**config.mk**
```make
export PLATFORM = sky130hd
export DESIGN_NAME = bsn_core
export DESIGN_NICKNAME = d
export VERILOG_FILES = /design/src/hw/bsn_pkg.sv /design/src/hw/bsn_core.sv
export SDC_FILE = /design/constraint.sdc
export NUM_CORES = 1
export LEC_CHECK = 0
export ABC_CLOCK_PERIOD_IN_PS = 47300
export BUFFER_PORTS_ARGS = -buffer_cell sky130_fd_sc_hd__buf_2
export CAP_MARGIN = 20
export CORE_ASPECT_RATIO = 2
export CORE_MARGIN = 3
export CORE_UTILIZATION = 50
export DETAILED_ROUTE_END_ITERATION = 10
export PLACE_DENSITY = 0.72
export SYNTH_ARGS = -nofsm -noshare
export SYNTH_HDL_FRONTEND = slang
export SYNTH_SLANG_ARGS = --single-unit
```
**constraint.sdc**
```tcl
create_clock -name i_clk -period 47.3 [get_ports i_clk]
set_input_delay 11.825 -clock i_clk [delete_from_list [all_inputs] [get_ports i_clk]]
set_output_delay 11.825 -clock i_clk [all_outputs]
set_load 0.01 [all_outputs]
```
**src/hw/bsn_pkg.sv**
```systemverilog
// Constants and types for the broadcast select and I/O notify block.
package bsn_pkg;
  localparam logic [7:0]  ADDR_CFG      = 8'h00;
  localparam logic [7:0]  ADDR_DEST     = 8'h04;
  localparam logic [7:0]  ADDR_STAT     = 8'h08;
  localparam logic [7:0]  ADDR_MAC_LO   = 8'h0c;
  localparam logic [7:0]  ADDR_MAC_HI   = 8'h10;
  localparam logic [7:0]  CODE_OK       = 8'h41;
  localparam logic [7:0]  CODE_DENIED   = 8'h44;
  localparam logic [7:0]  CODE_FAILED   = 8'h46;
  localparam logic [7:0]  CMD_SELECT    = 8'h57;
  localparam logic [7:0]  CMD_VERSION   = 8'h56;
  localparam logic [7:0]  CMD_BOOT      = 8'h4e;
  localparam logic [7:0]  CMD_ECHO      = 8'h58;
  localparam logic [7:0]  MSG_NOTIFY    = 8'h4a;
  localparam int          BIT_PEER_RTS  = 4;
  localparam int          BIT_PEER_DTR  = 2;
  localparam logic [15:0] DEST_RESET    = 16'h0000;
  localparam int          CLK_HZ        = 25000000;
  localparam int          HOLD_MS       = 500;
  localparam int          HOLD_CYC      = CLK_HZ / 1000 * HOLD_MS;
  localparam int          BOOT_LEN_DEF  = 1024;
  typedef enum logic [1:0] {
    BSN_RT_CMD,
    BSN_RT_INBAND,
    BSN_RT_UDP
  } bsn_route_t;
  typedef enum logic [1:0] {
    BSN_ST_IDLE,
    BSN_ST_SUM,
    BSN_ST_CHECK
  } bsn_fsm_t;
  typedef struct packed {
    logic        dtr_mode;
    logic        full_duplex;
    logic        flow_ctl;
    logic        inband;
    logic        transport;
    logic        login;
    logic [7:0]  mask;
  } bsn_cfg_t;
  typedef struct packed {
    logic [7:0]  code;
    logic        bcast;
    logic        serial;
    logic        has_mac;
    logic [47:0] mac;
    logic [31:0] src_ip;
  } bsn_cmd_t;
  typedef struct packed {
    logic        valid;
    logic [7:0]  code;
    logic        with_ver;
    logic [11:0] version;
  } bsn_reply_t;
  typedef struct packed {
    logic        valid;
    logic [7:0]  kind;
    logic [7:0]  levels;
    bsn_route_t  route;
    logic        esc;
    logic [15:0] port;
  } bsn_note_t;
endpackage

```
**src/hw/bsn_core.sv**
```systemverilog
// Command handling, broadcast selection and I/O line notification.
//
// The implementer's own choices: the address map and the APB interface to the registers.
module bsn_core
  import bsn_pkg::*;
#(
  parameter int          LINES    = 8,
  parameter int          HOLD     = HOLD_CYC,
  parameter int          BOOT_LEN = BOOT_LEN_DEF,
  // Arbitrary version value, BCD x.xx.
  parameter logic [11:0] VERSION  = 12'h100
) (
  input  wire logic             i_clk,
  input  wire logic             i_rst,
  input  wire logic             i_ce,
  input  wire logic             i_psel,
  input  wire logic             i_penable,
  input  wire logic             i_pwrite,
  input  wire logic [7:0]       i_paddr,
  input  wire logic [31:0]      i_pwdata,
  output logic      [31:0]      o_prdata,
  output logic                  o_pready,
  output logic                  o_pslverr,
  input  wire logic             i_cmd_valid,
  input  wire bsn_cmd_t         i_cmd,
  output logic                  o_cmd_ready,
  output logic                  o_cmd_fwd,
  output bsn_reply_t            o_reply,
  input  wire logic             i_session_open,
  input  wire logic [31:0]      i_session_ip,
  output logic      [15:0]      o_boot_addr,
  input  wire logic [7:0]       i_boot_data,
  input  wire logic [15:0]      i_boot_sum,
  output logic                  o_boot_launch,
  input  wire logic [LINES-1:0] i_io,
  input  wire logic             i_data_conn,
  input  wire logic             i_cmd_phase,
  output bsn_note_t             o_note,
  input  wire logic             i_note_ready,
  input  wire logic             i_peer_valid,
  input  wire logic [7:0]       i_peer_levels,
  output logic                  o_rts,
  output logic                  o_dtr
);

  // ------------------------------------------------------------------
  // Derived sizes
  // ------------------------------------------------------------------
  // The hold counter is sized from the hold time so that a shortened
  // hold for test does not carry a wide counter around with it.
  localparam int CW = $clog2(HOLD + 1);
  localparam logic [CW-1:0] HOLD_C = CW'(HOLD);
  localparam logic [15:0]   LEN_C  = 16'(BOOT_LEN);

  typedef struct packed {
    bsn_cfg_t              cfg;
    logic [15:0]           dest;
    logic [47:0]           mac;
    logic                  sel;
    logic                  rts;
    logic                  dtr;
    logic [LINES-1:0]      io_m;
    logic [LINES-1:0]      io_s;
    logic [LINES-1:0]      ref_lvl;
    logic [LINES-1:0][CW-1:0] cnt;
    bsn_fsm_t              fsm;
    logic [15:0]           addr;
    logic                  rdv;
    logic [15:0]           sum;
    bsn_reply_t            reply;
    bsn_note_t             note;
    logic                  launch;
    logic                  fwd;
    logic [31:0]           prdata;
  } bsn_state_t;

  // All state lives in one record: the current copy is registered and
  // the next copy is built in a single combinational process.
  bsn_state_t st;
  bsn_state_t next_st;

  logic       apb_wr;
  logic       apb_setup;
  logic       addr_ok;
  logic       take;
  logic       mine;
  logic       bc_free;
  logic [LINES-1:0] fire;
  logic [7:0] lvl_byte;

  // ------------------------------------------------------------------
  // Bus decode
  // ------------------------------------------------------------------
  always_comb begin
    addr_ok = (i_paddr == ADDR_CFG) || (i_paddr == ADDR_DEST) ||
              (i_paddr == ADDR_STAT) || (i_paddr == ADDR_MAC_LO) ||
              (i_paddr == ADDR_MAC_HI);
    apb_setup = i_psel && !i_penable;
    apb_wr = i_psel && i_penable && i_pwrite && addr_ok;
  end

  // The slave never inserts wait states of its own. While the clock
  // enable is low nothing can be written, so the access is stretched.
  assign o_pready  = i_ce;
  assign o_pslverr = i_psel && i_penable && !addr_ok;
  assign o_prdata  = st.prdata;

  // ------------------------------------------------------------------
  // Command acceptance
  // ------------------------------------------------------------------
  // Broadcasts of any command outside the free set need the selection;
  // a directly addressed command never looks at it.
  always_comb begin
    bc_free = (i_cmd.code == CMD_SELECT) ||
              (i_cmd.code == CMD_VERSION) ||
              (i_cmd.code == CMD_ECHO);
    mine = i_cmd.has_mac && (i_cmd.mac == st.mac);
    take = 1'b0;
    if (i_cmd_valid && o_cmd_ready) begin
      if (i_cmd.serial) begin
        take = (i_cmd.code == CMD_VERSION);
      end else if (i_cmd.bcast) begin
        take = bc_free || st.sel;
      end else begin
        take = 1'b1;
      end
    end
  end

  // Only one command is in flight at a time. The checksum walk and the
  // reply cycle hold ready low, so the framer never sees two replies
  // overlap and no command is lost while the loader is being checked.
  assign o_cmd_ready = (st.fsm == BSN_ST_IDLE) && !st.reply.valid;

  // ------------------------------------------------------------------
  // Line watch
  // ------------------------------------------------------------------
  // The reported byte is built from the synchronised pin levels, so a
  // bit reads one when the module pin is high. Any transceiver on the
  // board inverts this; that is left to whoever reads the message.
  always_comb begin
    lvl_byte = '0;
    lvl_byte[LINES-1:0] = st.io_s;
  end

  // ------------------------------------------------------------------
  // Next state
  // ------------------------------------------------------------------
  always_comb begin
    next_st = st;
    fire = '0;
    next_st.reply.valid = 1'b0;
    next_st.launch = 1'b0;
    next_st.fwd = 1'b0;

    // Two flip-flops bring the pins into this clock; only the second
    // one is read by any logic.
    next_st.io_m = i_io;
    next_st.io_s = st.io_m;

    // Read data is loaded in the setup cycle and stands through the
    // access cycle, so the bus sees a registered value at its edge.
    if (apb_setup) begin
      next_st.prdata = 32'h0000_0000;
      case (i_paddr)
        ADDR_CFG: begin
          next_st.prdata[13:0] = st.cfg;
        end
        ADDR_DEST: begin
          next_st.prdata[15:0] = st.dest;
        end
        ADDR_STAT: begin
          next_st.prdata[0] = st.sel;
          next_st.prdata[1] = st.rts;
          next_st.prdata[2] = st.dtr;
          next_st.prdata[3] = st.note.valid;
          next_st.prdata[15:8] = lvl_byte;
        end
        ADDR_MAC_LO: begin
          next_st.prdata = st.mac[31:0];
        end
        ADDR_MAC_HI: begin
          next_st.prdata[15:0] = st.mac[47:32];
        end
        default: begin
          next_st.prdata = 32'h0000_0000;
        end
      endcase
    end

    if (apb_wr) begin
      case (i_paddr)
        ADDR_CFG: begin
          next_st.cfg = i_pwdata[13:0];
        end
        ADDR_DEST: begin
          next_st.dest = i_pwdata[15:0];
        end
        ADDR_MAC_LO: begin
          next_st.mac[31:0] = i_pwdata;
        end
        ADDR_MAC_HI: begin
          next_st.mac[47:32] = i_pwdata[15:0];
        end
        default: begin
          next_st.dest = st.dest;
        end
      endcase
    end

    // ------------------------------------------------------------------
    // Commands
    // ------------------------------------------------------------------
    // A select command with an address always updates the selection,
    // but only the device that recognised itself answers. The session
    // is checked before the loader walk so a denied jump costs nothing.
    if (take) begin
      case (i_cmd.code)
        CMD_SELECT: begin
          if (!i_cmd.has_mac) begin
            next_st.sel = 1'b0;
          end else begin
            next_st.sel = mine;
          end
          if (mine) begin
            next_st.reply.valid = 1'b1;
            next_st.reply.code = CODE_OK;
            next_st.reply.with_ver = 1'b0;
          end
        end
        CMD_VERSION: begin
          // The framer wraps the version as <Vx.xx> behind the code.
          next_st.reply.valid = 1'b1;
          next_st.reply.code = CODE_OK;
          next_st.reply.with_ver = 1'b1;
          next_st.reply.version = VERSION;
        end
        CMD_BOOT: begin
          if (!i_session_open || (i_cmd.src_ip != i_session_ip)) begin
            next_st.reply.valid = 1'b1;
            next_st.reply.code = CODE_DENIED;
            next_st.reply.with_ver = 1'b0;
          end else begin
            next_st.fsm = BSN_ST_SUM;
            next_st.addr = 16'h0000;
            next_st.sum = 16'h0000;
            next_st.rdv = 1'b0;
          end
        end
        default: begin
          next_st.fwd = 1'b1;
        end
      endcase
    end

    // Checksum over the stored loader, one byte a cycle; the store
    // answers one cycle after the address.
    case (st.fsm)
      BSN_ST_IDLE: begin
        next_st.rdv = 1'b0;
      end
      BSN_ST_SUM: begin
        if (st.rdv) begin
          next_st.sum = st.sum + {8'h00, i_boot_data};
        end
        if (st.addr != LEN_C) begin
          next_st.addr = st.addr + 16'h0001;
          next_st.rdv = 1'b1;
        end else begin
          next_st.rdv = 1'b0;
          if (!st.rdv) begin
            next_st.fsm = BSN_ST_CHECK;
          end
        end
      end
      BSN_ST_CHECK: begin
        next_st.fsm = BSN_ST_IDLE;
        next_st.reply.valid = 1'b1;
        next_st.reply.with_ver = 1'b0;
        if (st.sum == i_boot_sum) begin
          next_st.reply.code = CODE_OK;
          next_st.launch = 1'b1;
        end else begin
          next_st.reply.code = CODE_FAILED;
        end
      end
      default: begin
        next_st.fsm = BSN_ST_IDLE;
      end
    endcase

    // ------------------------------------------------------------------
    // Line watch
    // ------------------------------------------------------------------
    // Per-line stability watch. Unwatched lines follow the pin so that
    // enabling them later does not report an old change.
    for (int i = 0; i < LINES; i++) begin
      if (!st.cfg.mask[i] || !i_data_conn) begin
        next_st.ref_lvl[i] = st.io_s[i];
        next_st.cnt[i] = '0;
      end else if (st.io_s[i] == st.ref_lvl[i]) begin
        next_st.cnt[i] = '0;
      end else if (st.cnt[i] == HOLD_C) begin
        fire[i] = 1'b1;
        next_st.ref_lvl[i] = st.io_s[i];
        next_st.cnt[i] = '0;
      end else begin
        next_st.cnt[i] = st.cnt[i] + CW'(1);
      end
    end

    // ------------------------------------------------------------------
    // Notification out
    // ------------------------------------------------------------------
    // A new report while one is pending overwrites it, since only the
    // latest line levels matter to the host. A report raised in the
    // same cycle as the host takes the old one wins over the clear.
    if (st.note.valid && i_note_ready) begin
      next_st.note.valid = 1'b0;
    end
    if (!i_data_conn) begin
      next_st.note.valid = 1'b0;
    end else if (|fire) begin
      next_st.note.valid = 1'b1;
      next_st.note.kind = MSG_NOTIFY;
      next_st.note.levels = lvl_byte;
      next_st.note.port = st.dest;
      if (st.cfg.login && st.cfg.transport && i_cmd_phase) begin
        next_st.note.route = BSN_RT_CMD;
        next_st.note.esc = 1'b0;
      end else if (st.cfg.inband && st.cfg.transport) begin
        next_st.note.route = BSN_RT_INBAND;
        next_st.note.esc = 1'b1;
      end else begin
        next_st.note.route = BSN_RT_UDP;
        next_st.note.esc = 1'b0;
      end
    end

    // ------------------------------------------------------------------
    // Peer notification in
    // ------------------------------------------------------------------
    // A received notification gives no reply of any kind. Each output
    // keeps its level whenever its setting says it is owned elsewhere.
    if (i_peer_valid) begin
      if (!st.cfg.flow_ctl && st.cfg.full_duplex) begin
        next_st.rts = i_peer_levels[BIT_PEER_RTS];
      end
      if (!st.cfg.dtr_mode) begin
        next_st.dtr = i_peer_levels[BIT_PEER_DTR];
      end
    end
  end

  // ------------------------------------------------------------------
  // State register
  // ------------------------------------------------------------------
  // Reset leaves the device deselected with nothing pending; the clock
  // enable freezes every field, the synchronisers included.
  always_ff @(posedge i_clk or posedge i_rst) begin
    if (i_rst) begin
      st <= '0;
      st.dest <= DEST_RESET;
      st.fsm <= BSN_ST_IDLE;
      st.note.route <= BSN_RT_UDP;
    end else if (i_ce) begin
      st <= next_st;
    end
  end

  // ------------------------------------------------------------------
  // Outputs
  // ------------------------------------------------------------------
  // Every output below comes straight from the state record, so none of them
  // can glitch with the command or bus inputs.
  assign o_reply       = st.reply;
  assign o_note        = st.note;
  assign o_boot_addr   = st.addr;
  assign o_boot_launch = st.launch;
  assign o_cmd_fwd     = st.fwd;
  assign o_rts         = st.rts;
  assign o_dtr         = st.dtr;

endmodule

```
# Word-level counts from Yosys, hierarchy flattened
# Cells that the tools add are included.
[totals]
reg_bits = 406
in_bits = 215
output_inout_bits = 113
word_cells = 289
[op_classes]
addsub = 10
n_eq_ne = 42
mux = 108
bitwise = 1
n_reduce_logical = 80
[ops]
columns = ["operator", "count"]
rows = [
  ["24-bit 2-to-1 mux", 24],
  ["24-bit by 1-bit adder with 24-bit output (second input constant)", 8],
  ["24-bit equality test (second input constant)", 8],
  ["16-bit 2-to-1 mux", 5],
  ["35-bit 2-to-1 mux", 2],
  ["1-bit 2-to-1 mux", 59],
  ["57-bit 2-to-1 mux", 1],
  ["3-bit AND reduction", 17],
  ["48-bit equality test", 1],
  ["36-bit 2-to-1 mux", 1],
  ["8-bit by 7-bit equality test with 1-bit output (second input constant)", 4],
  ["32-bit != test", 1],
  ["10-bit 2-to-1 mux", 3],
  ["10-bit case mux with 3 select lines", 1],
  ["6-bit case mux with 5 select lines", 1],
  ["4-bit case mux with 5 select lines", 1],
  ["2-bit nonzero test", 9],
  ["16-bit by 1-bit adder with 16-bit output (second input constant)", 1],
  ["16-bit by 8-bit adder with 16-bit output", 1],
  ["16-bit equality test", 1],
  ["8-bit by 4-bit equality test with 1-bit output (second input constant)", 2],
  ["1-bit logical OR", 16],
  ["16-bit by 11-bit != test with 1-bit output (second input constant)", 1],
  ["2-bit != test (second input constant)", 8],
  ["27 further kinds", 65],
]

# Depth between registers and ports, before layout
# Gate-level depths: netlist (run 1).
[depth]
ltp_word = 11
mapped_depth = 11
ltp_nobuf = 10

# Least setup slack after synthesis (run 1)
# No wires, ideal clock.
[synth_timing]
path_type = "input -> output"
from = "in i_paddr[6]"
to = "out o_pslverr"
t_arrival_ps = 13251
required_time_ps = 35475
setup_slack_ps = 22224
path_stages = 6
path_buffers = 2
path_cell_list = "or4_1 -> nor2_1 -> and3_1 -> buf_2 -> buf_1 -> nor3_1"
[synth_between]
elab_chain_cells = 7
elab_cells_between_ends = 11
classes_between = "4 x eq/ne; 7 x reduce/logical"
[synth_rtl]
columns = ["element", "line_no", "text"]
rows = [
  ["from (decl)", "bsn_core.sv:19", "input wire logic [7:0] i_paddr,"],
  ["8-bit by 3-bit equality test with 1-bit output / 8-bit zero test (equally long branches)", "bsn_core.sv:95", "addr_ok = (i_paddr == ADDR_CFG) || (i_paddr == ADDR_DEST) ||"],
  ["1-bit logical OR (2 in series)", "bsn_core.sv:95", ""],
  ["1-bit logical OR", "bsn_core.sv:96", "(i_paddr == ADDR_STAT) || (i_paddr == ADDR_MAC_LO) ||"],
  ["1-bit logical OR *", "bsn_core.sv:96", ""],
  ["1-bit zero test *", "bsn_core.sv:105", "assign o_pslverr = i_psel && i_penable && !addr_ok;"],
  ["1-bit logical AND *", "bsn_core.sv:105", ""],
  ["to (decl)", "bsn_core.sv:23", "output logic o_pslverr,"],
]
# Mark *: on every way between the ends. The rest lies on a longest branch, timed or not.

# Worst setup path in the final report (run 1)
[layout_timing]
from = "in i_paddr[2]"
to = "out o_pslverr"
# The elaborated chain is that of the path after synthesis.

==> results.toml, run 1 <==
[outcome]
status = "completed"

[drt]
routed.top_layer = "met4"
drtAntennaViolNets = 0
drt_iter0_drc = 1021
avgRoutedWirePerCell_um = 19.4
via_per_inst = 5.65
m1WireLength_um = 19900
wl_met3_um = 3290
num_vias = 16300
dr.pass1.iters = 7
wl_met2_um = 29400
drc = 0
wl_um = 56100

[grt]
grt_max_degree = 176
grt_pass1_wl_um = 88700
grt_overflow = 0
grt_pass1_vias = 16900
grt_antenna_before_repair = 2
grt_use_total = 0.248

[floorplanning]
die_h_um = 297
fp-row-count = 105
io_pins = 328
fp.dieW_um = 151
die_area_mm2 = 0.0449
core_area_mm2 = 0.0414
start_util = 0.510

[logic_synthesis]
avgSynthCellArea_um2 = 9.92
synth_area_leader_cell = "dfrtp_1"
synth-edff-count = 0
syn_inst = 2129
synthArstFlopShare = 1.00
ys.flop_type = "dfrtp_1"
synth_cell_types = 70
synth.top_cell.area_share = 0.474
yosys_warnings = 0
synth.most_common_cell = "dfrtp_1"
syn_area_mm2 = 0.0211
synthTopCellsByCount = "dfrtp_1 (400), nor2_1 (282), nand2_1 (196)"
synth_seq_cells = 401
ys_seq_area_frac = 0.475
synthTopCellsByArea = "dfrtp_1 (47%), mux2_2 (7.7%), xor2_1 (5.4%)"

[worst_setup_path]
r2r_end = "o_note[14]$_DFFE_PP0P_"
crit_top_cell = "buf_2"
critPathMaxFanout = 21
cp_data_arrival_time_ns = 13.88
cp.required_ns = 35.47
crit_path_end_kind = "primary output"
start_kind = "primary input"
regToRegSetupSlack_ns = 44.24
cp_slowest_cell = "and3_1"
max_stage_delay_ns = 0.79
crit_chain = "buf_2, nor2_1, and3_1, nor3_1, buf_2"
reg2reg_from = "st[215]$_DFFE_PP0P_"
worstRegToRegCells = 8
timing_worst_setup_path_type = "primary input to primary output"

[clock_network]
clock-sinks = 401
clockBufferDepth = 3
cts_buffers = 39
cts_setup_buffers = 0
clk_pin_slew_ns = 0.06
cts_tree = "built"
cts_resized = 0
insertion_delay_ns = 0.54
root_buffer = "clkbuf_16"
cts_hold_buffers = 0
htreeDepth = 2

[sta]
post-route-period-util = 0.543
tns_ns = 0
slew_viol_final = 0
rsz0062_at_grt = "false"
min_period_ns = 25.70
finalSetupViolCount = 0
relSlewSlack = 0.301
layout_setup_ws_ns = 21.60
fmax_mhz = 38.9
hold_viol = 0
worst_pin_slew_ns = 1.05
skew_ns = 0.0270
whs_ns = 0.471

[place]
post-place-ws_ns = 21.60
dp_hpwl_um = 41300
gp_congestion = 0.887
port_buffers = 301

[cells_and_area]
fin_nets = 2570
syn_to_final_growth_pct = 12.0
drive_above_1_share = 0.229
fillers = 3558

[hold_path]
min_path_cells = 1
hold_class = "flip-flop to flip-flop"
hold_end = "o_reply[19]$_DFFE_PP0P_"
hp-start = "o_reply[19]$_DFFE_PP0P_"

[power_and_ir_drop]
p_per_area_mw_per_mm2 = 32.1
peakVddDrop_mv = 0.0230
p_leak_nw = 10.8

[flow_run]
drv_cap = 0
==> per-stage QoR <==
stage | utilization | instances | total power, mW | instance area (um^2)
final | 0.571 | 2890 | 0.759 | 23600
after global routing | 0.571 | 2889 | 0.789 | 23600
after CTS | 0.570 | 2886 | 0.766 | 23600
after detailed placement | 0.541 | 2820 | 0.460 | 22400
after global placement | 0.541 | 2819 | 0.457 | 22400
after floorplan | - | 2148 | 0.431 | 21200
==> power breakdown <==
| part | internal (mW) | leakage (nW) | switching [mW] |
|---|---|---|---|
| registers | 0.354 | 5.48 | 0.0160 |
| clock network | 0.170 | 0.584 | 0.135 |
| logic | 0.0359 | 4.78 | 0.0483 |
==> worst max path at each step <==
stage               startpoint   endpoint  slack (ns)
global route        i_paddr[2]  o_pslverr       21.44
global placement    i_paddr[2]  o_pslverr       21.59
detailed placement  i_paddr[2]  o_pslverr       21.60
CTS                 i_paddr[2]  o_pslverr       21.59
floorplan           i_paddr[6]  o_pslverr       22.22
finish              i_paddr[2]  o_pslverr       21.60
==> placed cells by master, fill, tap and decap left out, drive strengths merged, types with 10 or more instances in the layout <==
cell and instances:
ha 26, nor4 23, nand2b 18, conb 20, nand2 196, or3 14
nand4 75, xor2 131, nor4b 21, mux2 144, a222oi 15, xnor2 121
and3 29, a22o 13, mux2i 13, buf 313, nor2b 10, dfrtp 400
a21oi 26, nor3 31, and2 12, clkbuf 51, nor2 282, o21ai 102
nand3 80, inv 69
==> critical path: cells and delay by family <==
kind,cells,cell delay [ns]
buffers and inverters,2,0.46
AND/OR/NAND/NOR,3,1.59
==> metal layers <==
layer | vias up | GRT usage
li1 | 7589 | -
met1 | 8016 | 0.266
met2 | 574 | 0.452
met3 | 160 | 0.0425
met4 | 0 | 0.143
met5 | - | 0
==> flip-flops by register name, summed over array words and instances, names as in the netlist <==
name,flops
o_reply,7
next_st,8
o_boot_launch,1
lvl_byte,8
o_dtr,1
o_boot_addr,16
o_rts,1
st,298
o_prdata,32
o_note,28
o_cmd_fwd,1
==> area by class of cell <==
cell class,count,area [um^2],share of cell area
inverters,67,259,0.0110
well taps,535,669,0.0283
flip-flops and latches,401,10000,0.425
clock buffers,51,1060,0.0449
multi-input cells,1506,9820,0.416
clock inverters,15,146,0.00619
diodes,2,5.00,0.000212
repair buffers,313,1640,0.0693
==> cells by family after synthesis <==
family	after synthesis	share of synthesized area
multiplexers	157	0.0830
AO/OA/AOI/OAI	221	0.0685
buffers and inverters	241	0.0630
flip-flops	401	0.475
adder cells (fa/ha/maj)	27	0.0164
other	1	0.000178
XOR/XNOR	252	0.105
AND/OR/NAND/NOR	829	0.189
Note: power is estimated with default switching activity, not from simulation.
==> run 2: changes to the inputs <==
- ABC_CLOCK_PERIOD_IN_PS: 47300 -> 23200
- PLACE_DENSITY: 0.72 -> 0.74
- clock period: 47.3 -> 23.2 ns (I/O delays scaled with it)
==> results.toml, run 2 (synthesis results as in run 1) <==
[outcome]
status = "completed"

[floorplanning]
start_util = 0.510
fp.dieW_um = 151
die_area_mm2 = 0.0449
fp-row-count = 105
core_area_mm2 = 0.0414
io_pins = 328
die_h_um = 297

[hold_path]
hold_class = "flip-flop to flip-flop"
min_path_cells = 1

[drt]
drc = 0
num_vias = 16300
drt_iter0_drc = 808
drtAntennaViolNets = 0
via_per_inst = 5.63
dr.pass1.iters = 6
wl_um = 55500
avgRoutedWirePerCell_um = 19.2

[power_and_ir_drop]
p_seq_frac = 0.487
p_int_mw = 1.15
swShare = 0.258
total_power_mw = 1.55
combinationalPowerShare = 0.110
p_sw_uw = 400
p_per_area_mw_per_mm2 = 65.5
p_leak_nw = 10.9
pwr-share-clk = 0.403
peakVddDrop_mv = 0.0647

[worst_setup_path]
crit_path_end_kind = "primary output"
crit_chain = "buf_2, or4_1, nor2_1, and3_1, nor3_1, buf_2"
timing_worst_setup_path_type = "primary input to primary output"
worstRegToRegCells = 7
crit_top_cell = "buf_2"
cp_slowest_cell = "and3_1"
worstSetupPathDepth = 6
cp.required_ns = 17.40
critPathMaxFanout = 19
start_kind = "primary input"
critical_path_buf_inv_count = 2
cp_data_arrival_time_ns = 7.67
max_stage_delay_ns = 0.68
path_delay_family = "simple AND/OR/NAND/NOR gates"

[sta]
worst_pin_slew_ns = 1.01
finalSetupViolCount = 0
slew_viol_final = 0
min_period_ns = 13.47
rsz0062_at_grt = "false"
post-route-period-util = 0.581
skew_ns = 0.0240
fmax_mhz = 74.2
tns_ns = 0
hold_viol = 0
whs_ns = 0.466
layout_setup_ws_ns = 9.73
relSlewSlack = 0.326

[grt]
grt_pass1_vias = 17000
grt_antenna_before_repair = 4
grt_overflow = 0
grt_pass1_wl_um = 88000
grt_max_degree = 123
grt_use_total = 0.245

[clock_network]
htreeDepth = 2
clock-sinks = 401
cts_tree = "built"
cts_hold_buffers = 0
clockBufferDepth = 3
clk_pin_slew_ns = 0.06
insertion_delay_ns = 0.54
cts_buffers = 38
cts_setup_buffers = 0
cts_resized = 0
root_buffer = "clkbuf_16"

[cells_and_area]
largest_reg_flops = 298
syn_to_final_growth_pct = 12.0
final_common_cell = "dfrtp_1"
drive_above_1_share = 0.228
multi_input_area_mm2 = 0.00982
fillers = 3521
max_flop_register = "st"
fin_nets = 2571
layout.area.seq_mm2 = 0.0100
layout_common_cells = "dfrtp_1 (400), buf_2 (300), nor2_1 (282), nand2_1 (196), mux2_2 (144)"
post-route-util = 0.572

[place]
post-place-ws_ns = 9.72
gp_congestion = 0.888
dp_hpwl_um = 41500
port_buffers = 301

[flow_run]
drv_cap = 0
[run 2: power groups by stage]
stage	Combinational (mW)	Clock, mW	Sequential [mW]
finish	0.171	0.625	0.754
global route	0.191	0.664	0.757
CTS	0.172	0.639	0.754
detailed placement	0.171	0	0.767
global placement	0.165	0	0.765
floorplan	0.126	0	0.753
[run 2: cell type report]
cell class,instances,share of cell area
clock inverters,8,0.00481
flip-flops and latches,401,0.424
multi-input cells,1506,0.415
clock buffers,56,0.0469
repair buffers,315,0.0692
inverters,67,0.0109
well taps,535,0.0283
diodes,4,0.000423
[run 2: worst reg2reg max path, delay by kind of cell, from the launching register on]
kind            cells  cell delay, ns
compound gates      2            0.50
mux                 1            0.30
flops               1            0.41
simple gates        3            1.47
xor+xnor            1            0.49
[run 2: path summary, 6_finish.rpt]
| check | from | end | slack (ns) |
|---|---|---|---|
| max | i_paddr[5] | o_pslverr | 9.73 |
| max reg2reg | st[346]$_DFFE_PP0P_ | o_reply[15]$_DFFE_PP0P_ | 19.88 |
| max in group asynchronous | i_rst | st[220]$_DFFE_PP0P_ | 15.60 |
| min | o_reply[19]$_DFFE_PP0P_ | o_reply[19]$_DFFE_PP0P_ | 0.47 |
| min in group asynchronous | i_rst | st[308]$_DFFE_PP0P_ | 5.37 |
| min reg2reg | o_reply[19]$_DFFE_PP0P_ | o_reply[19]$_DFFE_PP0P_ | 0.47 |
[run 2: layer usage]
layer | wire [um] | vias up | track usage
li1 | - | 7601 | -
met1 | 19000 | 7993 | 0.255
met2 | 29500 | 549 | 0.454
met3 | 3310 | 149 | 0.0416
met4 | 3720 | 0 | 0.145
met5 | 0 | - | 0
[run 2: metrics by stage]
step	cell area [um^2]	std cells
floorplan	21200	2148
global placement	22400	2822
detailed placement	22400	2823
CTS	23600	2887
global route	23600	2890
finish	23700	2892
